$ cat config.mk
export PLATFORM = sky130hd
export DESIGN_NAME = gpp_port
export DESIGN_NICKNAME = d
export VERILOG_FILES = /design/src/gpp_pkg.sv /design/src/gpp_sync.sv /design/src/gpp_axil.sv /design/src/gpp_port.sv
export SDC_FILE = /design/constraint.sdc
export NUM_CORES = 1
export LEC_CHECK = 0
export ABC_AREA = 1
export ABC_CLOCK_PERIOD_IN_PS = 2500
export BUFFER_PORTS_ARGS = -buffer_cell sky130_fd_sc_hd__buf_2
export CAP_MARGIN = 20
export CORE_UTILIZATION = 28
export CTS_CLUSTER_DIAMETER = 100
export DETAILED_ROUTE_END_ITERATION = 8
export PLACE_DENSITY = 0.61
export SLEW_MARGIN = 20
export SYNTH_ARGS = -nofsm -noshare
export SYNTH_HDL_FRONTEND = slang
export SYNTH_SLANG_ARGS = --single-unit
$ cat constraint.sdc
create_clock -name core_clk -period 2.5 [get_ports core_clk]
set_input_delay 0 -clock core_clk [delete_from_list [all_inputs] [get_ports core_clk]]
set_output_delay 0 -clock core_clk [all_outputs]
set_load 0.005 [all_outputs]
$ cat src/gpp_pkg.sv
// Package: register map, field positions and constants of the GPIO port block
package gpp_pkg;

   // ------------------------------------------------------------
   // Register indices as printed; byte address is index * 4
   // ------------------------------------------------------------
   localparam logic [7:0] IDX_STATUS    = 8'h03;
   localparam logic [7:0] IDX_PORT      = 8'h05;
   localparam logic [7:0] IDX_OPTION    = 8'h81;
   localparam logic [7:0] IDX_DIR       = 8'h85;
   localparam logic [7:0] IDX_INTCTL    = 8'h0b;
   localparam logic [7:0] IDX_CFG       = 8'h20;

   // ------------------------------------------------------------
   // Reset values
   // ------------------------------------------------------------
   localparam logic [7:0] DIR_RST       = 8'h3f;
   localparam logic [7:0] OPTION_RST    = 8'hff;
   localparam logic [7:0] STATUS_RST    = 8'h18;
   localparam logic [7:0] LATCH_RST     = 8'hc0;
   localparam logic [7:0] INTCTL_RST    = 8'h00;
   localparam logic [7:0] CFG_RST       = 8'h1f;

   // ------------------------------------------------------------
   // Field positions
   // ------------------------------------------------------------
   localparam int unsigned PIN_IN_ONLY  = 3;
   localparam int unsigned PIN_OSC2     = 4;
   localparam int unsigned PIN_OSC1     = 5;
   localparam int unsigned PIN_SDA      = 6;
   localparam int unsigned PIN_SCL      = 7;
   localparam int unsigned CHG_EN_BIT   = 3;
   localparam int unsigned CHG_FLAG_BIT = 0;
   localparam int unsigned OPTION_PU_N  = 7;
   // Configuration register: [2:0] osc mode, [3] reset pin, [4] analog
   localparam int unsigned CFG_RST_PIN  = 3;
   localparam int unsigned CFG_ANALOG   = 4;

   // Pins with pull-up and change detection
   localparam logic [5:0] CHG_PINS      = 6'h0b;
   // Pins taken by the analog function
   localparam logic [5:0] ANALOG_PINS   = 6'h17;

   // Oscillator modes
   typedef enum logic [2:0] {
      OSC_LP, OSC_XT, OSC_HS, OSC_INT_RC, OSC_INT_RC_CKO,
      OSC_EXT_RC, OSC_EXT_RC_CKO, OSC_RSVD
   } gpp_osc_t;

   // AXI response codes
   localparam logic [1:0] RESP_OKAY     = 2'h0;
   localparam logic [1:0] RESP_SLVERR   = 2'h2;

endpackage : gpp_pkg

$ cat src/gpp_sync.sv
// Two flip-flop synchroniser for a bus of pin inputs
`timescale 1ns/1ns
module gpp_sync #(
   parameter int unsigned W = 8
) (
   // Clock and reset
   input  wire logic         core_clk,
   input  wire logic         arst_n,
   // Data
   input  wire logic [W-1:0] d,
   output logic      [W-1:0] q
);

   logic [W-1:0] meta_r;

   // A zero-width bus has nothing to carry
   if (W == 0) begin : g_bad_width
      $error("Synchroniser width must be nonzero");
   end

   // First stage feeds only the second
   always_ff @(posedge core_clk or negedge arst_n) begin
      if (!arst_n) begin
         meta_r <= '0;
         q      <= '0;
      end else begin
         meta_r <= d;
         q      <= meta_r;
      end
   end

endmodule : gpp_sync

$ cat src/gpp_axil.sv
// AXI4-Lite slave front end: turns bus transfers into single-cycle strobes
`timescale 1ns/1ns
module gpp_axil (
   // Clock and reset
   input  wire logic        core_clk,
   input  wire logic        arst_n,
   // AXI4-Lite
   input  wire logic [11:0] s_axi_awaddr,
   input  wire logic        s_axi_awvalid,
   output logic             s_axi_awready,
   input  wire logic [31:0] s_axi_wdata,
   input  wire logic [3:0]  s_axi_wstrb,
   input  wire logic        s_axi_wvalid,
   output logic             s_axi_wready,
   output logic [1:0]       s_axi_bresp,
   output logic             s_axi_bvalid,
   input  wire logic        s_axi_bready,
   input  wire logic [11:0] s_axi_araddr,
   input  wire logic        s_axi_arvalid,
   output logic             s_axi_arready,
   output logic [31:0]      s_axi_rdata,
   output logic [1:0]       s_axi_rresp,
   output logic             s_axi_rvalid,
   input  wire logic        s_axi_rready,
   // Register strobes
   output logic             wr_en,
   output logic [7:0]       wr_idx,
   output logic [7:0]       wr_data,
   output logic             rd_en,
   output logic [7:0]       rd_idx,
   input  wire logic [7:0]  rd_data,
   input  wire logic        wr_hit,
   input  wire logic        rd_hit
);

   logic        aw_r, w_r, aw_nxt, w_nxt, bv_nxt, rv_nxt;
   logic [11:0] awa_r, awa_nxt;
   logic [7:0]  wd_r, wd_nxt;
   logic [1:0]  bresp_nxt, rresp_nxt;
   logic [31:0] rdata_nxt;

   assign s_axi_awready = !aw_r && !s_axi_bvalid;
   assign s_axi_wready  = !w_r && !s_axi_bvalid;
   assign s_axi_arready = !s_axi_rvalid;
   assign wr_en   = aw_r && w_r;
   assign wr_idx  = awa_r[9:2];
   assign wr_data = wd_r;
   assign rd_en   = s_axi_arvalid && s_axi_arready;
   assign rd_idx  = s_axi_araddr[9:2];

   // Address and data may arrive in either order; write fires when both held
   always_comb begin
      aw_nxt    = aw_r;
      w_nxt     = w_r;
      awa_nxt   = awa_r;
      wd_nxt    = wd_r;
      bv_nxt    = s_axi_bvalid;
      bresp_nxt = s_axi_bresp;
      rv_nxt    = s_axi_rvalid;
      rresp_nxt = s_axi_rresp;
      rdata_nxt = s_axi_rdata;
      if (s_axi_awvalid && s_axi_awready) begin
         aw_nxt  = 1'b1;
         awa_nxt = s_axi_awaddr;
      end
      if (s_axi_wvalid && s_axi_wready) begin
         w_nxt  = 1'b1;
         // Registers are one byte wide: only lane 0 matters
         wd_nxt = s_axi_wstrb[0] ? s_axi_wdata[7:0] : 8'h00;
      end
      if (wr_en) begin
         aw_nxt    = 1'b0;
         w_nxt     = 1'b0;
         bv_nxt    = 1'b1;
         bresp_nxt = (wr_hit && awa_r[11:10] == 2'h0)
                     ? gpp_pkg::RESP_OKAY : gpp_pkg::RESP_SLVERR;
      end else if (s_axi_bvalid && s_axi_bready) begin
         bv_nxt = 1'b0;
      end
      if (rd_en) begin
         rv_nxt    = 1'b1;
         rdata_nxt = {24'h000000, rd_data};
         rresp_nxt = (rd_hit && s_axi_araddr[11:10] == 2'h0)
                     ? gpp_pkg::RESP_OKAY : gpp_pkg::RESP_SLVERR;
      end else if (s_axi_rvalid && s_axi_rready) begin
         rv_nxt = 1'b0;
      end
   end

   always_ff @(posedge core_clk or negedge arst_n) begin
      if (!arst_n) begin
         aw_r         <= 1'b0;
         w_r          <= 1'b0;
         awa_r        <= 12'h000;
         wd_r         <= 8'h00;
         s_axi_bvalid <= 1'b0;
         s_axi_bresp  <= 2'h0;
         s_axi_rvalid <= 1'b0;
         s_axi_rresp  <= 2'h0;
         s_axi_rdata  <= 32'h00000000;
      end else begin
         aw_r         <= aw_nxt;
         w_r          <= w_nxt;
         awa_r        <= awa_nxt;
         wd_r         <= wd_nxt;
         s_axi_bvalid <= bv_nxt;
         s_axi_bresp  <= bresp_nxt;
         s_axi_rvalid <= rv_nxt;
         s_axi_rresp  <= rresp_nxt;
         s_axi_rdata  <= rdata_nxt;
      end
   end

endmodule : gpp_axil

$ cat src/gpp_port.sv
// General purpose I/O port: data latches, direction, overrides, change detect
//
// Decided for this implementation: register access over AXI4-Lite.
`timescale 1ns/1ns
module gpp_port (
   // Clock and reset
   input  wire logic        core_clk,
   input  wire logic        arst_n,
   // Power-on indication: high for the reset that follows power-up
   input  wire logic        por_flag,
   // AXI4-Lite register bus
   input  wire logic [11:0] s_axi_awaddr,
   input  wire logic        s_axi_awvalid,
   output logic             s_axi_awready,
   input  wire logic [31:0] s_axi_wdata,
   input  wire logic [3:0]  s_axi_wstrb,
   input  wire logic        s_axi_wvalid,
   output logic             s_axi_wready,
   output logic [1:0]       s_axi_bresp,
   output logic             s_axi_bvalid,
   input  wire logic        s_axi_bready,
   input  wire logic [11:0] s_axi_araddr,
   input  wire logic        s_axi_arvalid,
   output logic             s_axi_arready,
   output logic [31:0]      s_axi_rdata,
   output logic [1:0]       s_axi_rresp,
   output logic             s_axi_rvalid,
   input  wire logic        s_axi_rready,
   // External pins (four signals each)
   input  wire logic [5:0]  pin_in,
   output logic [5:0]       pin_out,
   output logic [5:0]       pin_oe,
   output logic [5:0]       pin_pullup,
   // Internal EEPROM lines (bit 0 data, bit 1 clock)
   input  wire logic [1:0]  ee_in,
   output logic [1:0]       ee_out,
   // Port change interrupt request
   output logic             port_change_irq
);

   // ------------------------------------------------------------
   // Register bus front end
   // ------------------------------------------------------------
   logic       wr_en, rd_en, wr_hit, rd_hit;
   logic [7:0] wr_idx, wr_data, rd_idx, rd_data;

   gpp_axil u_bus (
      .core_clk      (core_clk),
      .arst_n        (arst_n),
      .s_axi_awaddr  (s_axi_awaddr),
      .s_axi_awvalid (s_axi_awvalid),
      .s_axi_awready (s_axi_awready),
      .s_axi_wdata   (s_axi_wdata),
      .s_axi_wstrb   (s_axi_wstrb),
      .s_axi_wvalid  (s_axi_wvalid),
      .s_axi_wready  (s_axi_wready),
      .s_axi_bresp   (s_axi_bresp),
      .s_axi_bvalid  (s_axi_bvalid),
      .s_axi_bready  (s_axi_bready),
      .s_axi_araddr  (s_axi_araddr),
      .s_axi_arvalid (s_axi_arvalid),
      .s_axi_arready (s_axi_arready),
      .s_axi_rdata   (s_axi_rdata),
      .s_axi_rresp   (s_axi_rresp),
      .s_axi_rvalid  (s_axi_rvalid),
      .s_axi_rready  (s_axi_rready),
      .wr_en         (wr_en),
      .wr_idx        (wr_idx),
      .wr_data       (wr_data),
      .rd_en         (rd_en),
      .rd_idx        (rd_idx),
      .rd_data       (rd_data),
      .wr_hit        (wr_hit),
      .rd_hit        (rd_hit)
   );

   // ------------------------------------------------------------
   // Pin synchronisers: pins and EEPROM lines are asynchronous
   // ------------------------------------------------------------
   logic [7:0] pins_s;

   gpp_sync #(.W(8)) u_sync (
      .core_clk (core_clk),
      .arst_n   (arst_n),
      .d        ({ee_in[1], ee_in[0], pin_in}),
      .q        (pins_s)
   );

   // ------------------------------------------------------------
   // State
   // ------------------------------------------------------------
   logic [7:0] latch_r, latch_nxt;
   logic [7:0] dir_r, dir_nxt;
   logic [7:0] option_r, option_nxt;
   logic [7:0] status_r, status_nxt;
   logic [7:0] intctl_r, intctl_nxt;
   logic [7:0] cfg_r, cfg_nxt;
   logic [7:0] snap_r, snap_nxt;
   logic       por_seen_r, por_seen_nxt;

   gpp_pkg::gpp_osc_t osc_mode;
   logic       rc_mode, clk_out_mode, rst_pin_en, analog_en;
   logic [7:0] alt_mask, port_view, dir_view, chg_mask;
   logic       change;

   // Decode of configuration register
   assign osc_mode    = gpp_pkg::gpp_osc_t'(cfg_r[2:0]);
   assign rc_mode      = (osc_mode == gpp_pkg::OSC_INT_RC) ||
                         (osc_mode == gpp_pkg::OSC_INT_RC_CKO) ||
                         (osc_mode == gpp_pkg::OSC_EXT_RC) ||
                         (osc_mode == gpp_pkg::OSC_EXT_RC_CKO);
   assign clk_out_mode = (osc_mode == gpp_pkg::OSC_INT_RC_CKO) ||
                         (osc_mode == gpp_pkg::OSC_EXT_RC_CKO);
   assign rst_pin_en   = cfg_r[gpp_pkg::CFG_RST_PIN];
   assign analog_en   = cfg_r[gpp_pkg::CFG_ANALOG];

   // Pins under an alternate function read as zero
   always_comb begin
      alt_mask = 8'h00;
      if (analog_en)
         alt_mask[5:0] = gpp_pkg::ANALOG_PINS;
      if (rst_pin_en)
         alt_mask[gpp_pkg::PIN_IN_ONLY] = 1'b1;
      if (!rc_mode) begin
         alt_mask[gpp_pkg::PIN_OSC1] = 1'b1;
         alt_mask[gpp_pkg::PIN_OSC2] = 1'b1;
      end else if (clk_out_mode) begin
         alt_mask[gpp_pkg::PIN_OSC2] = 1'b1;
      end
   end

   // Reads see synchronised pins, masked; never the latches
   assign port_view = pins_s & ~alt_mask;

   // Direction readback with fixed bits
   always_comb begin
      dir_view = dir_r;
      dir_view[gpp_pkg::PIN_IN_ONLY] = 1'b1;
      dir_view[gpp_pkg::PIN_SDA] = 1'b0;
      dir_view[gpp_pkg::PIN_SCL] = 1'b0;
      if (!rc_mode) begin
         dir_view[gpp_pkg::PIN_OSC1] = 1'b1;
         dir_view[gpp_pkg::PIN_OSC2] = 1'b1;
      end
   end

   // Change detect pins are fixed but for pin three under the reset pin; the change enable gates only the irq
   always_comb begin
      chg_mask = {2'b00, gpp_pkg::CHG_PINS};
      if (rst_pin_en)
         chg_mask[gpp_pkg::PIN_IN_ONLY] = 1'b0;
   end
   assign change = |((pins_s ^ snap_r) & chg_mask);

   // ------------------------------------------------------------
   // Register read decode
   // ------------------------------------------------------------
   always_comb begin
      rd_hit  = 1'b1;
      rd_data = 8'h00;
      unique case (rd_idx)
         gpp_pkg::IDX_STATUS: rd_data = status_r;
         gpp_pkg::IDX_PORT:   rd_data = port_view;
         gpp_pkg::IDX_OPTION: rd_data = option_r;
         gpp_pkg::IDX_DIR:    rd_data = dir_view;
         gpp_pkg::IDX_INTCTL: rd_data = intctl_r;
         gpp_pkg::IDX_CFG:    rd_data = cfg_r;
         default:             rd_hit  = 1'b0;
      endcase
   end

   always_comb begin
      unique case (wr_idx)
         gpp_pkg::IDX_STATUS, gpp_pkg::IDX_PORT, gpp_pkg::IDX_OPTION,
         gpp_pkg::IDX_DIR, gpp_pkg::IDX_INTCTL, gpp_pkg::IDX_CFG:
            wr_hit = 1'b1;
         default: wr_hit = 1'b0;
      endcase
   end

   // ------------------------------------------------------------
   // Next state of registers
   // ------------------------------------------------------------
   always_comb begin
      latch_nxt    = latch_r;
      dir_nxt      = dir_r;
      option_nxt   = option_r;
      status_nxt   = status_r;
      intctl_nxt   = intctl_r;
      cfg_nxt      = cfg_r;
      snap_nxt     = snap_r;
      por_seen_nxt = por_seen_r;
      // Power-on forces analog mode once, after reset release
      if (por_flag && !por_seen_r) begin
         cfg_nxt[gpp_pkg::CFG_ANALOG] = 1'b1;
         por_seen_nxt = 1'b1;
      end
      if (!por_flag)
         por_seen_nxt = 1'b0;
      // Reading the port refreshes the change reference
      if (rd_en && rd_idx == gpp_pkg::IDX_PORT)
         snap_nxt = pins_s;
      if (wr_en) begin
         unique case (wr_idx)
            // Software composes a read-modify-write from the pin view;
            // the write always lands in all eight latches
            gpp_pkg::IDX_PORT:   latch_nxt = wr_data;
            gpp_pkg::IDX_DIR: begin
               dir_nxt[2:0] = wr_data[2:0];
               if (rc_mode)
                  dir_nxt[gpp_pkg::PIN_OSC1] =
                     wr_data[gpp_pkg::PIN_OSC1];
               if (rc_mode && !clk_out_mode)
                  dir_nxt[gpp_pkg::PIN_OSC2] =
                     wr_data[gpp_pkg::PIN_OSC2];
            end
            gpp_pkg::IDX_OPTION: option_nxt = wr_data;
            gpp_pkg::IDX_STATUS: status_nxt = wr_data;
            gpp_pkg::IDX_INTCTL: intctl_nxt = wr_data;
            gpp_pkg::IDX_CFG:    cfg_nxt    = wr_data;
            default: ;
         endcase
      end
      // Hardware set beats a software clear, enables ignored
      if (change)
         intctl_nxt[gpp_pkg::CHG_FLAG_BIT] = 1'b1;
   end

   // Any reset: direction bits five to zero ones, latches hold unknown-free defaults
   always_ff @(posedge core_clk or negedge arst_n) begin
      if (!arst_n) begin
         latch_r    <= gpp_pkg::LATCH_RST;
         dir_r      <= gpp_pkg::DIR_RST;
         option_r   <= gpp_pkg::OPTION_RST;
         status_r   <= gpp_pkg::STATUS_RST;
         intctl_r   <= gpp_pkg::INTCTL_RST;
         cfg_r      <= gpp_pkg::CFG_RST;
         snap_r     <= 8'h00;
         por_seen_r <= 1'b0;
      end else begin
         latch_r    <= latch_nxt;
         dir_r      <= dir_nxt;
         option_r   <= option_nxt;
         status_r   <= status_nxt;
         intctl_r   <= intctl_nxt;
         cfg_r      <= cfg_nxt;
         snap_r     <= snap_nxt;
         por_seen_r <= por_seen_nxt;
      end
   end

   // ------------------------------------------------------------
   // Pin drivers
   // ------------------------------------------------------------
   // Driver enabled only where direction is zero and the pin is ours
   always_comb begin
      pin_out = latch_r[5:0];
      pin_oe  = ~dir_view[5:0] & ~alt_mask[5:0];
      pin_oe[gpp_pkg::PIN_IN_ONLY] = 1'b0;
      pin_pullup = {6{~option_r[gpp_pkg::OPTION_PU_N]}} &
                   gpp_pkg::CHG_PINS;
      if (rst_pin_en)
         pin_pullup[gpp_pkg::PIN_IN_ONLY] = 1'b1;
   end

   // EEPROM lines follow their latches; software owns the timing
   assign ee_out = latch_r[gpp_pkg::PIN_SCL:gpp_pkg::PIN_SDA];

   assign port_change_irq = intctl_r[gpp_pkg::CHG_EN_BIT] &
                            intctl_r[gpp_pkg::CHG_FLAG_BIT];

   // ------------------------------------------------------------
   // Checks
   // ------------------------------------------------------------
   port_read_pins_a: assert property (@(posedge core_clk) disable iff (!arst_n)
      rd_en && rd_idx == gpp_pkg::IDX_PORT |=> s_axi_rdata[7:0] ==
      $past(pins_s & ~alt_mask)) else $error("Port read not pins");
   dir_fixed_bits_a: assert property (@(posedge core_clk) disable iff (!arst_n)
      dir_view[3] && !dir_view[7] && !dir_view[6])
      else $error("Fixed direction bits wrong");
   drive_follows_a: assert property (@(posedge core_clk) disable iff (!arst_n)
      pin_oe[0] == !(dir_r[0] || alt_mask[0]))
      else $error("Pin zero driver mismatch");
   irq_gate_a: assert property (@(posedge core_clk) disable iff (!arst_n)
      port_change_irq |-> intctl_r[gpp_pkg::CHG_EN_BIT])
      else $error("Change irq without enable");
   flag_sets_a: assert property (@(posedge core_clk) disable iff (!arst_n)
      change |=> intctl_r[gpp_pkg::CHG_FLAG_BIT])
      else $error("Change flag not set");
   osc_dir_lock_a: assert property (@(posedge core_clk) disable iff (!arst_n)
      !rc_mode |-> dir_view[5:4] == 2'b11 && pin_oe[5:4] == 2'b00)
      else $error("Osc pins not released");
   latch_hold_a: assert property (@(posedge core_clk) disable iff (!arst_n)
      !(wr_en && wr_idx == gpp_pkg::IDX_PORT) |=> $stable(latch_r))
      else $error("Latch changed without write");
   master_reset_input_pin_a: assert property (@(posedge core_clk) disable iff (!arst_n)
      rst_pin_en |-> !port_view[3] && !chg_mask[3] && pin_pullup[3])
      else $error("Reset pin handling wrong");

endmodule : gpp_port

==> impl_metrics.json <==
{
  "status": "finished clean",
  "diodes": 0,
  "htree_levels": 3,
  "p_per_area_nw_per_um2": 741,
  "critPathMaxStageDelay_ps": 580,
  "cts-root-buf": "clkbuf_16",
  "die_h_microns": 130,
  "ys_types": 30,
  "core_area_sq_um": 15900,
  "start_util_pct": 28.7,
  "stdcell_count": 852,
  "tightest_slew_ps": 697,
  "dr.pass1.iters": 4,
  "synthCells": 518,
  "fp.dieArea_sq_um": 16900,
  "critPathKind": "reg2reg",
  "vdd_drop_max_uv": 374,
  "grt_setup_unrepaired": "no",
  "synth-main-ff-cell": "dfrtp_1",
  "grt_pass1_vias": 3413,
  "via_per_inst": 4.18,
  "ant_nets": 0,
  "maxSlewHeadroom_pct": 53.4,
  "required_ps": 2770,
  "avgSynthCellArea_sq_um": 8.83,
  "areaGrowthSynthToFinish_pct": 25.7,
  "synth_area_leaders": "dfrtp_1 41%, dfstp_2 13%, nand2_1 11%, buf_4 5.1%, o21ai_0 4.3%",
  "remaining_drc_errors": 0,
  "post-route-period-util_pct": 72.0,
  "path_delay_family": "buffers and inverters",
  "min_period_ps": 1800,
  "crit_fanout": 16,
  "place_congestion": 0.803,
  "placed_area_sq_um": 5050,
  "numPortBuffers": 76,
  "path_clk_slew_ps": 60,
  "fmax_mhz": 555,
  "synth_edf_count": 0,
  "hold_viol_final": 0,
  "post_cts_buffers": 0,
  "drive_gt1_share_pct": 26.4,
  "ys_warn_count": 0,
  "ys_seq_area_share_pct": 53.7,
  "final_cell_area_sq_um": 5750,
  "overflow": 0,
  "seq_area_sq_um": 2450,
  "tritoncts": "yes",
  "r2r_cells": 6,
  "fin_nets": 707,
  "cp.arrival_ps": 2070,
  "power.total_mw": 4.26,
  "hold_path_class": "in2reg",
  "die_w_microns": 130,
  "dp_hpwl_microns": 7580,
  "skew_ps": 13.2,
  "critPathBufInv": 2,
  "num_rows": 46,
  "nFillCells": 1676,
  "dp.cells": 799,
  "utilization_pct": 36.1,
  "drt-total-wl_microns": 10700,
  "final_max_slew_viol_count": 0,
  "drt_first_iter_violations": 151,
  "fin_tns_setup_ps": 0,
  "clkSinkCount": 97,
  "finalSetupViolCount": 0,
  "clock_latency_ps": 350,
  "synthArstFlopShare_pct": 100,
  "largest_reg_flops": 10,
  "whs_path_depth": 3,
  "power.leakage_nw": 2.74,
  "path_depth": 6,
  "wl_per_cell_microns": 12.5,
  "start_kind": "register",
  "pin_count": 138,
  "synth_top_area_cell": "dfrtp_1",
  "grt_usage_pct": 13.8,
  "maxCapViolations": 0,
  "netlist_area_sq_um": 4580,
  "grt_max_degree": 47,
  "cts_buffer_depth": 2,
  "routed-via-count": 3561,
  "crit_chain": "nor2_1, nand2_1, inv_1, nand3_1, dlygate4sd3_1, o21ai_0",
  "regMostFlops": "u_bus.awa_r",
  "cp-end-kind": "register",
  "synth_top_area_share_pct": 41.0,
  "antenna_found_initial": 0,
  "grt_pass1_wl_microns": 17400,
  "ys_ff_latch": 97,
  "slowest_stage": "dlygate4sd3_1",
  "multi_input_area_sq_um": 1710,
  "numCtsBuffers": 9
}
kinds of logic after synthesis:
group | Yosys count | synth area share (%)
AND/OR/NAND/NOR | 237 | 22.5
flip-flops | 97 | 53.7
buffers and inverters | 96 | 11.3
AO/OA/AOI/OAI | 80 | 10.9
multiplexers | 5 | 1.23
XOR/XNOR | 2 | 0.383
other | 1 | 0.0820
routing by layer:
metal	vias up	routed length, microns	GRT usage [%]	share of wire, %
met1	1654	5300	19.0	50
li1	1804	-	-	-
met5	-	0	0	0
met2	96	4820	21.5	45
met4	0	125	4.51	1.2
met3	7	441	3.16	4.1
Yosys cell counts (all sizes together), types with 3 or more instances:
master	number
dfrtp	75
inv	54
nand2	140
buf	39
clkbuf	3
a21oi	12
o21ai	63
nor2	58
dfstp	22
nand3	33
nor3	5
mux2	5
timing repair:
item                      CTS  global route
resized for setup           0             0
hold buffers               37             0
hold endpoints to repair   65             0
per-stage QoR:
step | hold WS (ps) | setup slack [ps]
finish | 13.3 | 700
global route | 39.9 | 490
CTS | 1.20 | 696
detailed placement | 64.1 | 752
global placement | 54.5 | 763
floorplan | -296 | 1170
worst reg2reg max path, stage by stage, from the launching register on:
cell and delay, ps:
dfrtp_1 410, nor2_1 140, nand2_1 90, inv_1 310, nand3_1 130, dlygate4sd3_1 580, o21ai_0 70
cell usage in the layout, fill, tap and decap left out:
cell | synthesis | routed
dfrtp_1 | 75 | 75
nor2_4 | 3 | 3
nor3_1 | 4 | 4
a21oi_1 | 12 | 12
xor2_1 | 2 | 2
o21ai_1 | 3 | 3
clkinv_2 | 0 | 2
nor2_1 | 47 | 47
buf_4 | 31 | 2
nand3_1 | 30 | 30
dlygate4sd3_1 | 0 | 37
a211oi_1 | 1 | 1
bufinv_16 | 0 | 2
buf_12 | 0 | 1
mux2_2 | 5 | 5
nand2_2 | 5 | 5
buf_2 | 3 | 75
dfstp_2 | 22 | 22
nor2_2 | 8 | 8
nor3_4 | 1 | 1
o21ai_2 | 21 | 21
nand2_1 | 135 | 135
clkbuf_16 | 0 | 9
inv_2 | 4 | 4
o21a_1 | 2 | 2
o211ai_1 | 1 | 1
nand3_4 | 1 | 1
clkbuf_8 | 0 | 2
nand3_2 | 2 | 2
or2_2 | 1 | 1
clkinvlp_4 | 0 | 1
conb_1 | 1 | 30
o211ai_2 | 1 | 1
inv_1 | 50 | 50
o21ai_0 | 39 | 39
final timing paths:
path | from | to | slack, ps
setup / recovery | u_bus.w_r | u_bus.wr_data[2] | 700
hold / removal | s_axi_wstrb[0] | u_bus.wr_data[4] | 10
setup reg to reg | u_bus.w_r | u_bus.wr_data[2] | 700
hold reg to reg | u_sync.meta_r[1] | u_sync.q[1] | 340
max in group asynchronous | arst_n | option_r[4] | 1580
min in group asynchronous | arst_n | u_bus.aw_r | 210
power by group:
| group | internal [mW] | switching, mW |
|---|---|---|
| Sequential | 1.80 | 0.150 |
| Combinational | 0.276 | 0.503 |
| Clock | 0.928 | 0.605 |
final cells by class:
cell class / instances / share of cell area (%)
Timing Repair Buffer: 115 / 13.6
Sequential cell: 97 / 42.7
Multi-Input combinational cell: 354 / 29.8
Clock inverter: 5 / 1.35
Inverter: 54 / 3.52
Clock buffer: 11 / 4.40
Tap cell: 216 / 4.70
(Power assumes the default switching activity.)
